## src/hw/dim_pkg.sv

```systemverilog
// package for the discrete input register map block
package dim_pkg;
  localparam int          CHANNELS      = 16;
  localparam int          GROUP_WIDTH   = 4;
  localparam int          GROUPS        = 4;
  localparam int          WORD_WIDTH    = 16;
  // register offsets
  localparam logic [15:0] ADDR_GROUP0   = 16'h0000;
  localparam logic [15:0] ADDR_GROUP1   = 16'h0001;
  localparam logic [15:0] ADDR_GROUP2   = 16'h0002;
  localparam logic [15:0] ADDR_GROUP3   = 16'h0003;
  localparam logic [15:0] ADDR_TICK     = 16'h0004;
  localparam logic [15:0] ADDR_WDOG     = 16'h0004;
  // function codes
  localparam logic [7:0]  FC_READ_HOLD  = 8'h03;
  localparam logic [7:0]  FC_READ_INPUT = 8'h04;
  localparam logic [7:0]  FC_WRITE_ONE  = 8'h06;
  localparam logic [7:0]  FC_WRITE_MANY = 8'h10;
  // exception codes
  localparam logic [7:0]  EXC_NONE      = 8'h00;
  localparam logic [7:0]  EXC_FUNCTION  = 8'h01;
  localparam logic [7:0]  EXC_ADDRESS   = 8'h02;
  localparam logic [7:0]  EXC_VALUE     = 8'h03;
  // reset values
  localparam logic [15:0] RESET_WORD    = 16'h0000;
  localparam logic [15:0] UNUSED_MASK   = 16'h000F;
  // tick counter step per transfer answered without exception
  localparam logic [15:0] TICK_STEP     = 16'h0001;

  typedef struct packed {
    logic [7:0]  func;
    logic [15:0] addr;
    logic [15:0] data;
  } dim_req_type;

  typedef struct packed {
    logic [7:0]  func;
    logic [7:0]  exc;
    logic [15:0] data;
  } dim_rsp_type;
endpackage

```

## src/hw/dim_top.sv

```systemverilog
// discrete input register map: input state words, tick counter, holding words
// How it works
// - each discrete value is one bit of a sixteen-bit word
// - watchdog time held as unsigned sixteen-bit value, full range
// - channel state sits at bit matching its channel number in group
// - output bit one closes switch, zero opens it
// - input on or high reads one, off or low reads zero
// - invert setting flips reported input states when enabled
// - upper bits fifteen to four of input words read zero
// - input bit set when channel on, cleared when off
// - tick counter increments by one per transfer answered without exception
// - tick counter wraps from 65535 back to zero
// - holding contents volatile, cleared by reset
// - no configuration registers on the network map
// - lowest channel of group in least significant bit
// - unsupported function gives exception 01, bad write value 03
`timescale 1ns/1ps
module dim_top (
  input  wire logic                CLK_I,
  input  wire logic                RESETN_I,
  input  wire logic                CE_I,
  input  wire logic [15:0]         FIELD_IN_I,
  input  wire logic                INVERT_INPUTS_I,
  input  wire logic                WDOG_LOAD_I,
  input  wire logic [15:0]         WDOG_TIME_I,
  input  wire logic                REQ_VALID_I,
  input  wire dim_pkg::dim_req_type REQ_I,
  output logic                     RSP_VALID_O,
  output dim_pkg::dim_rsp_type     RSP_O,
  output logic [15:0]              OUT_SWITCH_O,
  output logic [15:0]              WDOG_TIME_O
);
  logic        rst_meta_reg;
  logic        rst_sync_reg;
  logic [15:0] pin_meta_reg;
  logic [15:0] pin_sync_reg;
  logic        inv_meta_reg;
  logic        inv_sync_reg;
  logic [15:0] state_reg [dim_pkg::GROUPS];
  logic [15:0] state_next [dim_pkg::GROUPS];
  logic [15:0] hold_reg [dim_pkg::GROUPS];
  logic [15:0] hold_next [dim_pkg::GROUPS];
  logic [15:0] tick_reg;
  logic [15:0] tick_next;
  logic [15:0] wdog_reg;
  logic [15:0] wdog_next;
  logic        rsp_valid_reg;
  logic        rsp_valid_next;
  dim_pkg::dim_rsp_type rsp_reg;
  dim_pkg::dim_rsp_type rsp_next;
  logic        req_read_in;
  logic        req_read_hold;
  logic        req_write;
  logic        req_bad_func;
  logic [7:0]  req_exc;
  logic [15:0] read_data;
  logic [15:0] out_reg;
  logic [15:0] out_next;

  // address falls inside the four group words
  function automatic logic in_groups(input logic [15:0] addr);
    in_groups = (addr <= dim_pkg::ADDR_GROUP3);
  endfunction

  // address readable through the input read
  function automatic logic in_input_map(input logic [15:0] addr);
    in_input_map = in_groups(addr) || (addr == dim_pkg::ADDR_TICK);
  endfunction

  // address readable through the holding read
  function automatic logic in_hold_map(input logic [15:0] addr);
    in_hold_map = in_groups(addr) || (addr == dim_pkg::ADDR_WDOG);
  endfunction

  // written value uses only the four channel bits
  function automatic logic value_ok(input logic [15:0] data);
    value_ok = ((data & ~dim_pkg::UNUSED_MASK) == dim_pkg::RESET_WORD);
  endfunction

  always_ff @(posedge CLK_I or negedge RESETN_I)
  begin
    if (!RESETN_I)
    begin
      rst_meta_reg <= 1'b0;
      rst_sync_reg <= 1'b0;
    end
    else
    begin
      rst_meta_reg <= 1'b1;
      rst_sync_reg <= rst_meta_reg;
    end
  end

  always_ff @(posedge CLK_I or negedge rst_sync_reg)
  begin
    if (!rst_sync_reg)
    begin
      pin_meta_reg <= dim_pkg::RESET_WORD;
      pin_sync_reg <= dim_pkg::RESET_WORD;
      inv_meta_reg <= 1'b0;
      inv_sync_reg <= 1'b0;
    end
    else if (CE_I)
    begin
      pin_meta_reg <= FIELD_IN_I;
      pin_sync_reg <= pin_meta_reg;
      inv_meta_reg <= INVERT_INPUTS_I;
      inv_sync_reg <= inv_meta_reg;
    end
  end

  // input state words, one per group of four channels
  genvar g;
  generate
    for (g = 0; g < dim_pkg::GROUPS; g++)
    begin : gen_group
      always_comb
      begin
        state_next[g] = dim_pkg::RESET_WORD;
        state_next[g][dim_pkg::GROUP_WIDTH-1:0] =
          pin_sync_reg[g*dim_pkg::GROUP_WIDTH +: dim_pkg::GROUP_WIDTH]
          ^ {dim_pkg::GROUP_WIDTH{inv_sync_reg}};
      end
      always_ff @(posedge CLK_I or negedge rst_sync_reg)
      begin
        if (!rst_sync_reg)
          state_reg[g] <= dim_pkg::RESET_WORD;
        else if (CE_I)
          state_reg[g] <= state_next[g];
      end
    end
  endgenerate

  // request class decode
  always_comb
  begin
    req_read_in   = 1'b0;
    req_read_hold = 1'b0;
    req_write     = 1'b0;
    req_bad_func  = 1'b0;
    if (REQ_VALID_I)
    begin
      unique case (REQ_I.func)
        dim_pkg::FC_READ_INPUT:
          req_read_in = 1'b1;
        dim_pkg::FC_READ_HOLD:
          req_read_hold = 1'b1;
        dim_pkg::FC_WRITE_ONE, dim_pkg::FC_WRITE_MANY:
          req_write = 1'b1;
        default:
          req_bad_func = 1'b1;
      endcase
    end
  end

  // exception code of the current request
  always_comb
  begin
    req_exc = dim_pkg::EXC_NONE;
    if (req_bad_func)
      req_exc = dim_pkg::EXC_FUNCTION;
    else if (req_read_in && !in_input_map(REQ_I.addr))
      req_exc = dim_pkg::EXC_ADDRESS;
    else if (req_read_hold && !in_hold_map(REQ_I.addr))
      req_exc = dim_pkg::EXC_ADDRESS;
    else if (req_write && !in_groups(REQ_I.addr))
      req_exc = dim_pkg::EXC_ADDRESS;
    else if (req_write && !value_ok(REQ_I.data))
      req_exc = dim_pkg::EXC_VALUE;
  end

  // answer data selection
  always_comb
  begin
    read_data = dim_pkg::RESET_WORD;
    if (req_write)
      read_data = REQ_I.data;
    else if (req_read_in && in_groups(REQ_I.addr))
      read_data = state_reg[REQ_I.addr[1:0]];
    else if (req_read_in && REQ_I.addr == dim_pkg::ADDR_TICK)
      read_data = tick_reg;
    else if (req_read_hold && in_groups(REQ_I.addr))
      read_data = hold_reg[REQ_I.addr[1:0]];
    else if (req_read_hold && REQ_I.addr == dim_pkg::ADDR_WDOG)
      read_data = wdog_reg;
  end

  // holding words, written only by accepted writes
  always_comb
  begin
    hold_next = hold_reg;
    if (req_write && req_exc == dim_pkg::EXC_NONE)
      hold_next[REQ_I.addr[1:0]] = REQ_I.data;
  end

  always_ff @(posedge CLK_I or negedge rst_sync_reg)
  begin
    if (!rst_sync_reg)
      hold_reg <= '{default: dim_pkg::RESET_WORD};
    else if (CE_I)
      hold_reg <= hold_next;
  end

  // one bit per switch, one closes it
  always_comb
  begin
    out_next = dim_pkg::RESET_WORD;
    for (int i = 0; i < dim_pkg::GROUPS; i++)
      out_next[i*dim_pkg::GROUP_WIDTH +: dim_pkg::GROUP_WIDTH] =
        hold_next[i][dim_pkg::GROUP_WIDTH-1:0];
  end

  always_ff @(posedge CLK_I or negedge rst_sync_reg)
  begin
    if (!rst_sync_reg)
      out_reg <= dim_pkg::RESET_WORD;
    else if (CE_I)
      out_reg <= out_next;
  end

  // count each transfer answered without exception, wraps to zero
  always_comb
  begin
    tick_next = tick_reg;
    if (REQ_VALID_I && req_exc == dim_pkg::EXC_NONE)
      tick_next = 16'(tick_reg + dim_pkg::TICK_STEP);
  end

  always_ff @(posedge CLK_I or negedge rst_sync_reg)
  begin
    if (!rst_sync_reg)
      tick_reg <= dim_pkg::RESET_WORD;
    else if (CE_I)
      tick_reg <= tick_next;
  end

  always_comb
  begin
    wdog_next = wdog_reg;
    if (WDOG_LOAD_I)
      wdog_next = WDOG_TIME_I;
  end

  always_ff @(posedge CLK_I or negedge rst_sync_reg)
  begin
    if (!rst_sync_reg)
      wdog_reg <= dim_pkg::RESET_WORD;
    else if (CE_I)
      wdog_reg <= wdog_next;
  end

  // answer, one cycle after the request
  always_comb
  begin
    rsp_valid_next = REQ_VALID_I;
    rsp_next       = rsp_reg;
    if (REQ_VALID_I)
    begin
      rsp_next.func = REQ_I.func;
      rsp_next.exc  = req_exc;
      rsp_next.data = read_data;
    end
  end

  always_ff @(posedge CLK_I or negedge rst_sync_reg)
  begin
    if (!rst_sync_reg)
    begin
      rsp_valid_reg <= 1'b0;
      rsp_reg       <= '0;
    end
    else if (CE_I)
    begin
      rsp_valid_reg <= rsp_valid_next;
      rsp_reg       <= rsp_next;
    end
  end

  assign OUT_SWITCH_O = out_reg;
  assign RSP_VALID_O  = rsp_valid_reg;
  assign RSP_O        = rsp_reg;
  assign WDOG_TIME_O  = wdog_reg;
endmodule

```

## config.mk

```make
export PLATFORM = sky130hd
export DESIGN_NAME = dim_top
export DESIGN_NICKNAME = d
export VERILOG_FILES = /design/src/hw/dim_pkg.sv /design/src/hw/dim_top.sv
export SDC_FILE = /design/constraint.sdc
export NUM_CORES = 1
export LEC_CHECK = 0
export ABC_CLOCK_PERIOD_IN_PS = 5550
export BUFFER_PORTS_ARGS = -buffer_cell sky130_fd_sc_hd__buf_2
export CAP_MARGIN = 0
export CORE_ASPECT_RATIO = 0.7
export CORE_MARGIN = 3
export CORE_UTILIZATION = 51
export DETAILED_ROUTE_END_ITERATION = 10
export GPL_TIMING_DRIVEN = 0
export PLACE_DENSITY_LB_ADDON = 0.15
export SLEW_MARGIN = 20
export SYNTH_ARGS = -nofsm -noshare
export SYNTH_HDL_FRONTEND = slang
export SYNTH_SLANG_ARGS = --single-unit
```

## constraint.sdc

```tcl
create_clock -name CLK_I -period 5.55 [get_ports CLK_I]
set_clock_uncertainty 0.2 [all_clocks]
set_input_delay 0.8325 -clock CLK_I [delete_from_list [all_inputs] [get_ports CLK_I]]
set_output_delay 0.8325 -clock CLK_I [all_outputs]
set_load 0.01 [all_outputs]
```

# == Yosys cells after proc, flatten, opt, wreduce, memory -nomap -nowiden ==
# Index checks and enable logic that the tools add are counted.
# word_totals
elab_cells,90
reg_bits,197
output_inout_bits,65
# classes
n_lt_le_gt_ge,3
n_eq_ne,5
n_reduce_logical,23
bitwise,5
add_sub_neg,1
n_mux,28
# op_table
operator,count
$mux 16,10
$bmux 16 s2,2
$bwmux 64,1
$mux 52,1
$demux 16 s2,1
$add 16x1->16 const B,1
$eq 16x3->1 const B,1
$eq 8x3->1 const B,2
$le 16x2->1 const B,1
$logic_not 16->1,1
$xor 4x4->4,4
$logic_and 1x1->1,11
$mux 2,5
$eq 8x2->1 const B,1
$eq 8x5->1 const B,1
$logic_not 8->1,1
$mux 1,8
$reduce_and 2->1,4
$reduce_or 4->1,1
$ge 3x3->1 const B,1
$logic_not 1->1,3
$lt 3x1->1 const B,1
$not 2->3,1
$reduce_or 2->1,1
$logic_or 1x1->1,1

# == Longest topological paths before layout ==
# Gate-level depths: netlist (run 1).
# logic_depth
ltp_word,13
mapped_depth,9
depth_no_buf,6

# == Worst setup path before layout (run 1) ==
# No wires, ideal clock.
# synth_path
path_type,input to register
start,in REQ_I[37] (netlist bit)
end,reg tick_reg[1]
n_path_buf,0
setup_slack_ps,2520
cell_stages,6
t_arrival_ps,2703
path_cell_list,or4b_4 > a2111oi_2 > o311ai_2 > a21oi_4 > nand2b_1 > mux2_1
# synth_between
elab_chain_cells,13
# synth_lines
element,line_no,source
start: declaration,dim_top.sv:27,"input wire dim_pkg::dim_req_type REQ_I,"
$eq 8x3->1 or $eq 8x5->1 (tied branches),dim_top.sv:143,unique case (REQ_I.func)
$reduce_or 2->1,dim_top.sv:143,
$mux 1,dim_top.sv:143,
$mux 1,dim_top.sv:141,if (REQ_VALID_I)
$logic_and 1x1->1,dim_top.sv:168,else if (req_write && !value_ok(REQ_I.data))
$mux 2,dim_top.sv:168,
$mux 2,dim_top.sv:166,else if (req_write && !in_groups(REQ_I.addr))
$mux 2,dim_top.sv:164,else if (req_read_hold && !in_hold_map(REQ_I.addr))
$mux 2,dim_top.sv:162,else if (req_read_in && !in_input_map(REQ_I.addr))
$mux 2 *,dim_top.sv:160,if (req_bad_func)
$logic_not 8->1 *,dim_top.sv:225,if (REQ_VALID_I && req_exc == dim_pkg::EXC_NONE)
$logic_and 1x1->1 *,dim_top.sv:225,
$reduce_and 2->1 (no source line) *,-,
end signal: assignment,dim_top.sv:232,tick_reg <= dim_pkg::RESET_WORD;
end signal: assignment,dim_top.sv:234,tick_reg <= tick_next;
end: declaration,dim_top.sv:43,logic [15:0] tick_reg;
# Every way passes the cells marked *; elsewhere a longest branch is shown, timed or not.
# A chain may end at the register's enable or synchronous reset.

# == Worst setup path after layout (run 1) ==
# layout_path
start,in REQ_I[37] (netlist bit)
end,reg hold_reg[8] (netlist bit)
# layout_between
elab_chain_cells,13
# layout_lines
element,line_no,source
$eq 8x3->1 or $eq 8x5->1 (tied branches),dim_top.sv:143,
$reduce_or 2->1,dim_top.sv:143,
$mux 1,dim_top.sv:143,
$mux 1,dim_top.sv:141,
$logic_and 1x1->1,dim_top.sv:168,
$mux 2,dim_top.sv:168,
$mux 2,dim_top.sv:166,
$mux 2,dim_top.sv:164,
$mux 2,dim_top.sv:162,
$mux 2,dim_top.sv:160,
$logic_not 8->1,dim_top.sv:192,if (req_write && req_exc == dim_pkg::EXC_NONE)
$logic_and 1x1->1 *,dim_top.sv:192,
$reduce_and 2->1 (no source line) *,-,
end signal: assignment,dim_top.sv:201,hold_reg <= hold_next;
end: declaration,dim_top.sv:41,logic [15:0] hold_reg [dim_pkg::GROUPS];
# Marks and branches as above.

==> run_results.csv, run 1 <==
group,metric,value,unit
cells_and_area,largest_register_ffs,61,
drt,wl_met1,9350,um
cts,cts-root-buf,"clkbuf_16",
floorplan,ios,143,
cells_and_area,drive_gt1_frac,0.363,
cts,cts_tree,"built",
cts,clkLatencyLatePin,0.42,ns
floorplan,core_area,15000,um2
setup_path,critical_path_class,"in2reg",
power,swShare,0.254,
setup_path,max_stage_delay,0.56,ns
synth,synthCells,659,
outcome,status,"finished clean",
setup_path,critical-path-slowest-cell,"or4_1",
drt,drc,0,
cts,cts_buffers,17,
drt,first_pass_iters,5,
power,switchingPower,0.736,mW
min_path,hold_path_class,"reg2async",
timing,rsz0062_at_grt,"false",
floorplan,die-width,155,um
timing,setup_viol,0,
grt,grt_pass1_wl,32700,um
timing,max_freq,303,MHz
cts,cts.sinks,175,
drt,wirelength,20300,um
drt,wl_met2,9190,um
timing,fin_worst_hold_slack,0.0124,ns
timing,tightest_slew,0.960,ns
drt,vias,5855,
synth,syn_area_per_cell,12.1,um2
placed_design,io_buffers,133,
floorplan,rows,37,
drt,top_layer_used,"met5",
synth,synth_edf_count,0,
placed_design,place_hpwl,15100,um
cells_and_area,fin_util,0.636,
power,p_seq_frac,0.496,
floorplan,start_util,0.531,
setup_path,start_kind,"input port",
grt,overflow,0,
timing,final_max_slew_viol_count,0,
drt,drt_iter0_markers,488,
cts,clk_pin_slew,0.06,ns
timing,hold_violations,0,
setup_path,path_max_fanout,10,
power,p_comb_frac,0.109,
synth,yosysSeqAreaShare,0.550,
floorplan,die_area,17200,um2
floorplan,die_height,111,um
grt,grt_pass1_vias,6116,
grt,grt_max_degree,59,
drt,wl_per_cell,19.7,um
synth,async_reset_ff_frac,1.00,
setup_path,crit_arrival,3.41,ns
power,power,2.90,mW
grt,antenna_found_initial,1,
drt,wl_met3,1520,um
placed_design,routabilityCongestion,0.874,
synth,synth_area,7960,um2
synth,ys_seq_elements,175,
cts,cts_max_level,4,
grt,grt_use_total,0.243,
synth,synth.distinct_cells,57,
cells_and_area,fill_cells,1162,
power,p_clk_frac,0.395,
power,p_int,2.17,mW
cells_and_area,final_nets,899,
power,power_density,304,nW/um2
setup_path,required,5.66,ns
drt,antenna_left,0,
cts,clk_path_buf_depth,2,
cells_and_area,layout-area-overhead-vs-synth,19.9,%
power,leakage,4.45,nW
job,cap_violations,0,
timing,timing.final.crit_share,0.594,
cts,cts_resized,0,
timing,min_period,3.30,ns
synth,ys.flop_type,"dfrtp_1",
timing,relSlewSlack,0.360,
drt,avgViaCountPerCell,5.70,
setup_path,worst_setup_path_end_kind,"flop",
cells_and_area,antenna_cells,0,
synth,yosysWarnings,0,
setup_path,crit_chain,"buf_2 > or4_1 > a211o_1 > nor4_2 > nand3_1 > clkbuf_1 > and2_1",
power,ir_drop,0.185,mV
==> cell families after synthesis <==
group                      share of synthesized area
muxes                                          0.151
buffers and inverters                         0.0413
other                                       0.000943
DFF                                            0.550
and+or+nand+nor                                0.136
xor gates and xnor gates                      0.0330
AOI/OAI and AO/OA                             0.0861
adders and majority gates                    0.00157
==> cell usage in the layout (no fill, tap or decap), types with 20 or more instances in the layout <==
cell type  instances
nor2_1            34
mux4_2            20
dfrtp_1          174
a21oi_1           48
buf_4             23
clkbuf_1          29
mux2_2            62
nand2_1           46
nor2b_1           36
buf_2            138
==> stage by stage <==
step,worst slack [ns],std cells,TNS (ns),area [um2]
6_report,2.25,1028,0,9550
5_1_grt,2.12,1028,0,9550
4_1_cts,2.30,1028,0,9550
3_5_place_dp,1.87,995,0,8970
3_3_place_gp,-1.56,992,-266.84,8890
2_1_floorplan,0.113,664,0,7980
==> cell usage after synthesis, types with 6 or more instances <==
master | instances | area, um2
a21oi_1 | 48 | 240
a22oi_1 | 12 | 90.1
and2_1 | 15 | 93.8
buf_4 | 23 | 173
clkbuf_1 | 28 | 105
dfrtp_1 | 175 | 4380
mux2_2 | 62 | 698
mux4_2 | 20 | 450
nand2_1 | 46 | 173
nand3_1 | 7 | 35.0
nor2_1 | 34 | 128
nor2b_1 | 36 | 225
nor3_1 | 6 | 30.0
nor4_1 | 7 | 43.8
nor4_2 | 8 | 100
o21ai_0 | 17 | 85.1
o21ai_1 | 12 | 60.1
xnor2_1 | 17 | 149
xor2_1 | 13 | 114
==> layer usage <==
| metal | global-route usage | up-vias |
|---|---|---|
| li1 | - | 2627 |
| met1 | 0.365 | 2993 |
| met2 | 0.363 | 214 |
| met3 | 0.0544 | 19 |
| met4 | 0.0560 | 2 |
| met5 | 0 | - |
==> power groups by stage <==
stage	registers, mW	logic (mW)	clock network, mW
global route	1.45	0.348	1.22
floorplan	1.47	0.172	0
finish	1.44	0.317	1.15
global placement	1.48	0.278	0
CTS	1.44	0.318	1.16
detailed placement	1.46	0.315	0
==> timing repair <==
item | CTS | global route
setup buffers | 0 | 0
hold buffers | 1 | 0
endpoints found under the hold margin | 2 | 0
==> area by class of cell <==
type	instances	area [um2]	share of cell area
Inverter	1	3.75	0.000393
Sequential cell	175	4380	0.459
Buffer	60	325	0.0341
Tap cell	195	244	0.0256
Multi-Input combinational cell	428	3270	0.343
Clock inverter	12	110	0.0115
Clock buffer	20	457	0.0478
Timing Repair Buffer	137	751	0.0786
==> worst paths after layout <==
check                             startpoint           end  slack, ns  depth (start not counted)
worst max-delay path               REQ_I[37]   hold_reg[8]       2.25                          7
worst min-delay path            rst_sync_reg     RSP_O[25]       0.01                          0
worst max register to register   tick_reg[4]  tick_reg[15]       3.56                          7
worst min register to register  rst_sync_reg     RSP_O[25]       0.01                          0
max in group asynchronous       rst_sync_reg  hold_reg[48]       4.25                          2
min in group CLK_I              rst_meta_reg  rst_sync_reg       0.16                          0
==> worst max-delay path: cells and delay by family <==
family	cells	cell delay (ns)
AO/OA/AOI/OAI	1	0.37
buffers and inverters	2	0.48
AND/OR/NAND/NOR	4	1.73
Power figures use the tool's default switching activity.
==> run 2, diff against run 1 <==
ABC_CLOCK_PERIOD_IN_PS = 2800   (was 5550)
clock period = 2.8 ns   (was 5.55 ns; I/O delays follow)
==> run 2 against run 1 <==
Effect of this change: critical path depth increased by 1; first-iteration DRC count decreased by 17%; hold slack improved by 0.0033 ns; critical endpoint is now hold_reg[26].
==> run_results.csv, run 2 (synthesis gave the netlist of run 1 again) <==
group,metric,value,unit
setup_path,cp_top_family,"simple AND/OR/NAND/NOR gates",
power,power_density,622,nW/um2
timing,timing.final.crit_share,0.963,
setup_path,critical-path-slowest-cell,"or4_1",
power,switchingPower,1.47,mW
drt,drt_iter0_markers,403,
placed_design,routabilityCongestion,0.881,
setup_path,reg2reg_slack,0.78,ns
cells_and_area,layout.cells.non_filler,1036,
cells_and_area,layout.area.seq,4380,um2
timing,min_period,2.70,ns
placed_design,placedCellCount,994,
grt,antenna_found_initial,0,
grt,overflow,0,
floorplan,die_height,111,um
outcome,status,"finished clean",
floorplan,core_area,15000,um2
drt,avgViaCountPerCell,5.69,
setup_path,start_kind,"input port",
setup_path,required,2.91,ns
cells_and_area,final_common_cell,"dfrtp_1",
power,swShare,0.242,
cells_and_area,final_nets,907,
setup_path,critical_path_class,"in2reg",
timing,tightest_slew,0.925,ns
cells_and_area,drive_gt1_frac,0.363,
setup_path,crit_arrival,2.81,ns
setup_path,crit_chain,"buf_2 > or4_1 > a211o_1 > nor4_4 > nand2_1 > nor2_2 > buf_2 > nor2b_1",
grt,grt_use_total,0.240,
timing,rsz0062_at_grt,"false",
drt,wirelength,20200,um
cts,clkLatencyLatePin,0.44,ns
power,power,6.06,mW
setup_path,cpMostUsedCell,"buf_2",
job,cap_violations,0,
floorplan,rows,37,
cts,cts_tree,"built",
floorplan,start_util,0.531,
grt,grt_pass1_wl,32400,um
timing,final_max_slew_viol_count,0,
cells_and_area,largest_register_ffs,61,
setup_path,path_max_fanout,10,
timing,fin_tns_setup,0,ns
floorplan,die_area,17200,um2
drt,first_pass_iters,5,
timing,setup_viol,0,
floorplan,ios,143,
cts,cts_max_level,4,
timing,max_freq,371,MHz
cts,clk_pin_slew,0.06,ns
power,p_int,4.60,mW
cells_and_area,design_area,9740,um2
power,p_clk_frac,0.426,
grt,grt_max_degree,63,
power,ir_drop,0.363,mV
cts,clk_path_buf_depth,2,
power,p_seq_frac,0.471,
cells_and_area,multiInputGateArea,3310,um2
cells_and_area,antenna_cells,0,
cells_and_area,fill_cells,1162,
grt,grt_pass1_vias,6009,
cts,cts_buffers,17,
setup_path,worst_setup_path_end_kind,"flop",
cells_and_area,most-common-layout-cells,"dfrtp_1, buf_2, mux2_2",
drt,vias,5890,
timing,relSlewSlack,0.384,
cts,cts.sinks,175,
power,p_comb_frac,0.103,
setup_path,max_stage_delay,0.55,ns
floorplan,die-width,155,um
drt,drc,0,
cells_and_area,fin_util,0.649,
placed_design,io_buffers,133,
placed_design,placed_area,8950,um2
cts,cts-root-buf,"clkbuf_16",
drt,antenna_left,0,
timing,hold_violations,0,
cells_and_area,layout-area-overhead-vs-synth,22.3,%
power,leakage,4.55,nW
drt,wl_per_cell,19.5,um
setup_path,critical_path_buf_inv_count,2,
min_path,hold_path_class,"in2reg",
placed_design,place_hpwl,14800,um
run 2: layer usage:
metal  global-route usage  share of wire  up-vias
met5                    0              0        -
met4               0.0601          0.015        0
met3               0.0595          0.076       25
met2                0.341           0.43      232
met1                0.373           0.48     2966
li1                     -              -     2667
run 2: final timing paths:
path | startpoint | depth (start not counted) | endpoint
worst max-delay path | REQ_I[37] | 8 | hold_reg[26]
worst min-delay path | FIELD_IN_I[3] | 2 | pin_meta_reg[3]
worst max register to register | tick_reg[4] | 7 | tick_reg[15]
worst min register to register | rst_meta_reg | 0 | rst_sync_reg
max in group asynchronous | rst_sync_reg | 2 | hold_reg[12]
min in group asynchronous | RESETN_I | 2 | rst_meta_reg
run 2: cell type report:
class                           instances  area share
Sequential cell                       175       0.450
Multi-Input combinational cell        428       0.340
Timing Repair Buffer                  145      0.0843
Clock buffer                           21      0.0483
Buffer                                 60      0.0334
Tap cell                              195      0.0250
Clock inverter                         11      0.0184
Inverter                                1    0.000385
run 2: worst register-to-register path: cells and delay by family, from the launching register on:
family        cells  cell delay [ns]
buf+inv           1             0.25
simple gates      6             1.09
flops             1             0.43
run 2: stage by stage:
stage | worst slack, ns | hold WS (ns)
after CTS | 0.110 | 0.000109
final | 0.105 | 0.0157
after floorplan | 0.182 | -0.0756
after global routing | 0.00286 | 0.00743
after detailed placement | -0.480 | 0.00783
after global placement | -0.437 | 0.00588
run 2: timing repair:
action / CTS / global route
hold endpoints to repair: 11 / 0
setup buffers: 0 / 0
hold buffers: 10 / 0
pin swaps: 0 / 0
setup endpoints to repair: 15 / 25
gates resized for setup: 1 / 6
cloned: 0 / 0
run 2: power by group through the flow:
stage / registers [mW] / clock network (mW) / logic [mW]
2_1_floorplan: 2.90 / 0 / 0.340
3_3_place_gp: 2.92 / 0 / 0.550
3_5_place_dp: 2.90 / 0 / 0.613
4_1_cts: 2.85 / 2.63 / 0.628
5_1_grt: 2.88 / 2.72 / 0.688
6_report: 2.86 / 2.58 / 0.623
